===== src/pkg/flut_defines.vh =====
`ifndef FLUT_DEFINES_VH
`define FLUT_DEFINES_VH
// Register word indices; the bus byte address is index*4
`define FLUT_IDX_SP3      8'h54
`define FLUT_IDX_DUTY3    8'h55
`define FLUT_IDX_SP4      8'h56
`define FLUT_IDX_DUTY4    8'h57
// Own control/status words
`define FLUT_IDX_CTRL     8'h60
`define FLUT_IDX_TEMP     8'h61
`define FLUT_IDX_STAT     8'h62
// Reset values
`define FLUT_SP_RST       8'h7f
`define FLUT_DUTY_RST     8'h3f
`define FLUT_CTRL_RST     8'h00
// Control field positions
`define FLUT_CTRL_WEN     5
`define FLUT_CTRL_THI     0
`define FLUT_CTRL_DHI     1
`define FLUT_CTRL_F22K    2
// Field positions inside entry registers
`define FLUT_SP_HALF_BIT  7
`define FLUT_DUTY_EXT_LSB 6
`endif


===== src/logic/flut_entry.v =====
`timescale 1ns/100ps
`default_nettype none
`include "flut_defines.vh"
// One setpoint/duty pair: storage, read masking and compare
module flut_entry (
	input  wire        clk_i,
	input  wire        rst_i,
	input  wire        wr_sp_i,
	input  wire        wr_duty_i,
	input  wire [7:0]  wdata_i,
	input  wire        temp_hi_i,
	input  wire        duty_hi_i,
	input  wire        f22k_i,
	input  wire [8:0]  temp_i,
	input  wire [8:0]  offset_i,
	output wire [7:0]  sp_rd_o,
	output wire [7:0]  duty_rd_o,
	output wire        above_o,
	output wire [7:0]  duty_o
);
	reg  [7:0]  sp_r;
	reg  [7:0]  duty_r;
	wire [7:0]  sp_eff;
	wire [9:0]  limit;
	wire [9:0]  temp_cmp;

	// Storage, loaded with the power-on values
	always @(posedge clk_i) begin
		if (rst_i) begin
			sp_r   <= `FLUT_SP_RST;
			duty_r <= `FLUT_DUTY_RST;
		end else begin
			if (wr_sp_i)
				sp_r <= wdata_i;
			if (wr_duty_i)
				duty_r <= wdata_i;
		end
	end

	// Low resolution hides top bits both in use and on reads
	assign sp_eff    = temp_hi_i ? sp_r : {1'b0, sp_r[6:0]};
	assign sp_rd_o   = sp_eff;
	assign duty_rd_o = duty_hi_i ? duty_r
		: {2'b00, duty_r[5:0]};

	// Threshold in half degrees; low res is whole degrees
	// Sign is zero so plain unsigned compare, offset widens range
	assign limit = temp_hi_i
		? ({2'b00, sp_eff} + {1'b0, offset_i})
		: ({2'b00, sp_eff[6:0], 1'b0}
		   + {1'b0, offset_i});
	// Nine bits in high res, eight (half bit dropped) in low res
	assign temp_cmp = temp_hi_i ? {1'b0, temp_i}
		: {1'b0, temp_i[8:1], 1'b0};
	assign above_o  = temp_cmp > limit;

	// Extended duty bits only count at 22.5 kHz in high res
	assign duty_o = (duty_hi_i && f22k_i) ? duty_r
		: {2'b00, duty_r[5:0]};
endmodule // flut_entry
`default_nettype wire


===== src/logic/flut_wb_slave.v =====
`timescale 1ns/100ps
`default_nettype none
// Classic Wishbone handshake: ack one cycle after a strobe, then drops
module flut_wb_slave (
	input  wire        clk_i,
	input  wire        rst_i,
	input  wire        cyc_i,
	input  wire        stb_i,
	input  wire        we_i,
	output wire        wr_o,
	output reg         ack_o
);
	// One-cycle ack; a held request is not re-acked back to back
	always @(posedge clk_i) begin
		if (rst_i)
			ack_o <= 1'b0;
		else
			ack_o <= cyc_i && stb_i && !ack_o;
	end
	// Write takes effect on the acking edge only
	assign wr_o = cyc_i && stb_i && we_i && ack_o;
endmodule // flut_wb_slave
`default_nettype wire


===== src/logic/flut_top.v =====
`timescale 1ns/100ps
`default_nettype none
`include "flut_defines.vh"
module flut_top (
	input  wire        clk_i,
	input  wire        rst_i,
	input  wire        cyc_i,
	input  wire        stb_i,
	input  wire        we_i,
	input  wire [9:0]  adr_i,
	input  wire [3:0]  sel_i,
	input  wire [31:0] dat_i,
	output reg  [31:0] dat_o,
	output wire        ack_o,
	input  wire [8:0]  remote_temp_i,
	input  wire [8:0]  lut_offset_i,
	output reg  [7:0]  fan_duty_o,
	output reg         fan_duty_valid_o
);
	reg  [7:0]  ctrl_r;
	wire        wr;
	wire [7:0]  idx;
	wire        wr_ok;
	wire [7:0]  sp3_rd;
	wire [7:0]  d3_rd;
	wire [7:0]  sp4_rd;
	wire [7:0]  d4_rd;
	wire        above3;
	wire        above4;
	wire [7:0]  duty3;
	wire [7:0]  duty4;
	reg  [7:0]  rd_nxt;
	reg  [7:0]  duty_nxt;

	flut_wb_slave u_bus (
		.clk_i (clk_i),
		.rst_i (rst_i),
		.cyc_i (cyc_i),
		.stb_i (stb_i),
		.we_i  (we_i),
		.wr_o  (wr),
		.ack_o (ack_o)
	);

	// Word index from the byte address; only lane 0 carries data
	assign idx   = adr_i[9:2];
	assign wr_ok = wr && sel_i[0] && ctrl_r[`FLUT_CTRL_WEN];

	// Control word: write enable, resolution modes, PWM frequency
	always @(posedge clk_i) begin
		if (rst_i)
			ctrl_r <= `FLUT_CTRL_RST;
		else if (wr && sel_i[0] && idx == `FLUT_IDX_CTRL)
			ctrl_r <= dat_i[7:0];
	end

	flut_entry u_e3 (
		.clk_i     (clk_i),
		.rst_i     (rst_i),
		.wr_sp_i   (wr_ok && idx == `FLUT_IDX_SP3),
		.wr_duty_i (wr_ok && idx == `FLUT_IDX_DUTY3),
		.wdata_i   (dat_i[7:0]),
		.temp_hi_i (ctrl_r[`FLUT_CTRL_THI]),
		.duty_hi_i (ctrl_r[`FLUT_CTRL_DHI]),
		.f22k_i    (ctrl_r[`FLUT_CTRL_F22K]),
		.temp_i    (remote_temp_i),
		.offset_i  (lut_offset_i),
		.sp_rd_o   (sp3_rd),
		.duty_rd_o (d3_rd),
		.above_o   (above3),
		.duty_o    (duty3)
	);

	flut_entry u_e4 (
		.clk_i     (clk_i),
		.rst_i     (rst_i),
		.wr_sp_i   (wr_ok && idx == `FLUT_IDX_SP4),
		.wr_duty_i (wr_ok && idx == `FLUT_IDX_DUTY4),
		.wdata_i   (dat_i[7:0]),
		.temp_hi_i (ctrl_r[`FLUT_CTRL_THI]),
		.duty_hi_i (ctrl_r[`FLUT_CTRL_DHI]),
		.f22k_i    (ctrl_r[`FLUT_CTRL_F22K]),
		.temp_i    (remote_temp_i),
		.offset_i  (lut_offset_i),
		.sp_rd_o   (sp4_rd),
		.duty_rd_o (d4_rd),
		.above_o   (above4),
		.duty_o    (duty4)
	);

	// Read mux; unmapped words read zero and still ack
	always @* begin
		case (idx)
		`FLUT_IDX_SP3:   rd_nxt = sp3_rd;
		`FLUT_IDX_DUTY3: rd_nxt = d3_rd;
		`FLUT_IDX_SP4:   rd_nxt = sp4_rd;
		`FLUT_IDX_DUTY4: rd_nxt = d4_rd;
		`FLUT_IDX_CTRL:  rd_nxt = ctrl_r;
		`FLUT_IDX_TEMP:  rd_nxt = remote_temp_i[8:1];
		`FLUT_IDX_STAT:  rd_nxt = {6'h00, above4, above3};
		default:         rd_nxt = 8'h00;
		endcase
	end

	// Higher entry wins, as in a rising lookup table
	always @* begin
		if (above4)
			duty_nxt = duty4;
		else
			duty_nxt = duty3;
	end

	// Registered outputs; read data latched with the ack
	always @(posedge clk_i) begin
		if (rst_i) begin
			dat_o            <= 32'h00000000;
			fan_duty_o       <= 8'h00;
			fan_duty_valid_o <= 1'b0;
		end else begin
			if (cyc_i && stb_i && !ack_o)
				dat_o <= {24'h000000, rd_nxt};
			fan_duty_o       <= duty_nxt;
			fan_duty_valid_o <= above3 || above4;
		end
	end
endmodule // flut_top
`default_nettype wire


===== config.mk =====
export PLATFORM = sky130hd
export DESIGN_NAME = flut_top
export DESIGN_NICKNAME = d
export VERILOG_FILES = /design/src/logic/flut_entry.v /design/src/logic/flut_wb_slave.v /design/src/logic/flut_top.v
export VERILOG_INCLUDE_DIRS = /design/src /design/src/pkg
export SDC_FILE = /design/constraint.sdc
export NUM_CORES = 1
export LEC_CHECK = 0
export BUFFER_PORTS_ARGS = -buffer_cell sky130_fd_sc_hd__buf_2
export CAP_MARGIN = 20
export CORE_MARGIN = 2
export CORE_UTILIZATION = 35
export CTS_CLUSTER_DIAMETER = 80
export DETAILED_ROUTE_END_ITERATION = 8
export PLACE_DENSITY_LB_ADDON = 0.12
export SYNTH_ARGS = -nofsm -noshare
export SYNTH_HDL_FRONTEND = slang
export SYNTH_HIERARCHICAL = 1
export SYNTH_SLANG_ARGS = --single-unit

===== constraint.sdc =====
create_clock -name clk_i -period 6.2 [get_ports clk_i]
set_input_delay 1.86 -clock clk_i [delete_from_list [all_inputs] [get_ports clk_i]]
set_output_delay 1.86 -clock clk_i [all_outputs]
set_load 0.005 [all_outputs]

==> run metrics <==
number of synthesized flops with an enable pin 0; Slowest Stage Delay on Critical Path 0.37 ns; gr busiest metal met2; post-synth top area cell dfxtp_1; Global Route met2 Usage between 20% and 30%; drt first pass iters 5; DRC 0; number of hold violations in the final report 0; final period utilization between 80% and 90%; Worst R2R Path Depth 18; cts repair resizes 0; crit path buf inv count 3; Seq cells post-synth between 50 and 60; delay-heaviest family, CP compound AO/OA/AOI/OAI gates; Final Non-Filler Cells a little under 800; Area contributors post-synth dfxtp_1 23%, ha_1 12%, mux2i_1 10%, buf_4 9.4%, nor2_1 3.5%; placed cell count about 770; Die H between 100 and 150 µm; Inserted Clock Buffers 9; peak supply drop between 0.1 and 0.15 mV; Avg Inst Size Synth ~8.8 µm²; R2R Setup Slk between 2 and 2.5 ns; critical path arrival around 5.5 ns; post-synth top area share approximately 23%; crit path cell chain buf_2 > ha_1 > inv_1 > fa_1 > nor2b_1 > o31ai_2 > a21oi_1 > xor2_1 > mux2i_1 > ha_1 > a21o_1 > a21oi_1 > a221oi_1 > o21ai_0 > nor3_2 > buf_4 > and3_1 > o21ai_0 > a41oi_1; CTS tree done; Antenna Cells 0; Setup Fix Bufs, Post-CTS 0; Fill cells approximately 1.5k; final setup fails 0; DR vias around 4k; CTS Root Cell clkbuf_16; CP Class primary input to flop; Tot GR Track Use 18.22%; initial antenna violation count 0; ys flop type dfxtp_1; max_cap viols 0; clk buf depth 2; 1st-iter DRT viols around 280; # rows 44; most common cell after layout, fill and taps aside dfxtp_1; CP required ~6.4 ns; Slowest cell on crit path fa_1; Reg clk slew, reported paths 0.05 ns; final worst slack about 0.91 ns; ANT nets after route 0; CP Launch Type primary input; Final min period 5.291 ns; Finished Core Util a little under two fifths; crit path capture type flop; highest-count cells in the layout ignoring fill and taps 58 x dfxtp_1, 57 x buf_2, 53 x mux2i_1; Final TNS setup 0 ns; hold slack ~0.44 ns; Slew HR approximately 30%; FMAX ~0.19 GHz; I/O Buffers 57; Mapped Cells a little under 600; initial core utilization ~35%; Pleak approximately 2.3 nW; Vias/cell 5.242; I/O pin count around 110; fraction of registers with async set/reset 0%; CTS sink cnt 58; Yosys warnings 6; Hold Path Class flop to flop; fraction of layout cells with a size suffix above 1 between 10% and 20%; dpl ws between 0.6 and 0.7 ns; synth unique cells 72; Worst-Skew Late Latency 0.33 ns; HPWL Detailed about 11000 µm; die area between 0.015 and 0.02 mm²; met3 usage 3.866%; Least-Margin Pin Slew 1.051 ns; status complete, no violations; H-tree depth 3; crit path max fanout 10; first-pass GRT wire length 22190 µm; Worst path depth 19; Netlist Area Pre-Place around 0.005 mm²; Final Max Slew Viols 0; worst hold stages 2; WL final around 14000 µm; hold_buf cts 0; pin count of the biggest net entering global routing 33; RSZ-0062 raised after global routing no; # nets final about 700; Cell Pwr Density roughly 200 mW/mm²; grt total ovfl 0; Syn-to-layout area delta 7.830%; vias in the first global route roughly 4k; final setup skew ~0.0045 ns; Final Wtd Congestion slightly above 0.8; register area share after synthesis ~23%; met1 Use GR roughly a quarter; die width around 120 µm; Wirelength per Cell approximately 18 µm; Core Box Area ~0.014 mm²
-- flip-flops by register name (all words and copies together), names as in the netlist --
register	count
ctrl_r	8
dat_o	8
fan_duty_o	8
u_e3/duty_r	8
u_e3/sp_r	8
u_e4/duty_r	8
u_e4/sp_r	8
fan_duty_valid_o	1
u_bus/ack_o	1
-- stage by stage --
step / instance area, µm² / total power, mW
final: 5514 / 1.115
after global routing: 5514 / 1.165
after CTS: 5514 / 1.126
after detailed placement: 5189 / 0.5982
after global placement: 5189 / 0.5947
after floorplan: 5200 / 0.5410
-- report_power, final --
| part | switching (mW) | leakage [nW] | internal [mW] |
|---|---|---|---|
| combinational | 0.127 | 1.69 | 0.0862 |
| sequential | 0.00129 | 0.471 | 0.378 |
| clock | 0.168 | 0.154 | 0.354 |
-- cell families after synthesis --
family	after synthesis	share of synthesized area (%)
and+or+nand+nor	175	18.23
AOI/OAI and AO/OA	114	17.25
buffers and inverters	98	12.23
muxes	64	13.46
DFF	58	22.71
adders and majority gates	52	13.31
xor gates and xnor gates	16	2.741
other	1	0.07333
-- layout make-up --
| cell class | count | area, µm² | area share [%] |
|---|---|---|---|
| Multi-Input combinational cell | 445 | 3418 | 61.99 |
| Sequential cell | 58 | 1161 | 21.06 |
| Timing Repair Buffer | 61 | 315.3 | 5.718 |
| Clock buffer | 13 | 280.3 | 5.083 |
| Tap cell | 184 | 230.2 | 4.175 |
| Inverter | 17 | 63.81 | 1.157 |
| Clock inverter | 3 | 45.04 | 0.8169 |
-- worst reg2reg max path, delay by kind of cell, from the launching register on --
kind                       cells  cell delay (ns)
buffers and inverters          2             0.33
muxes                          1             0.09
and+or+nand+nor                3             0.62
AOI/OAI and AO/OA              8             1.40
xor gates and xnor gates       1             0.17
adders and majority gates      3             0.95
DFF                            1             0.46
-- per-layer routing --
metal / part of all wire, % / wire length, µm
met5: 0 / 0
met4: 1.6 / 224
met3: 4.4 / 624
met2: 46 / 6436
met1: 48 / 6811
-- path summary, 6_finish.rpt --
| kind | end | from |
|---|---|---|
| setup reg to reg | dat_o[1]$_SDFFE_PP0P_ | u_e4/sp_r[0]$_SDFFE_PP1P_ |
| hold / removal | dat_o[6]$_SDFFE_PP0P_ | dat_o[6]$_SDFFE_PP0P_ |
| setup / recovery | dat_o[1]$_SDFFE_PP0P_ | lut_offset_i[1] |
| hold reg to reg | dat_o[6]$_SDFFE_PP0P_ | dat_o[6]$_SDFFE_PP0P_ |
-- synth_stat cells, drive strengths merged, types with 11 or more instances --
master and n:
buf 75, dfxtp 58, mux2i 53, nor2 49, ha 48, nand2 43
o21ai 31, a21oi 21, inv 16, nor3 16, and3 12, nand3 11
No activity file was read; power rests on OpenSTA's default activity.
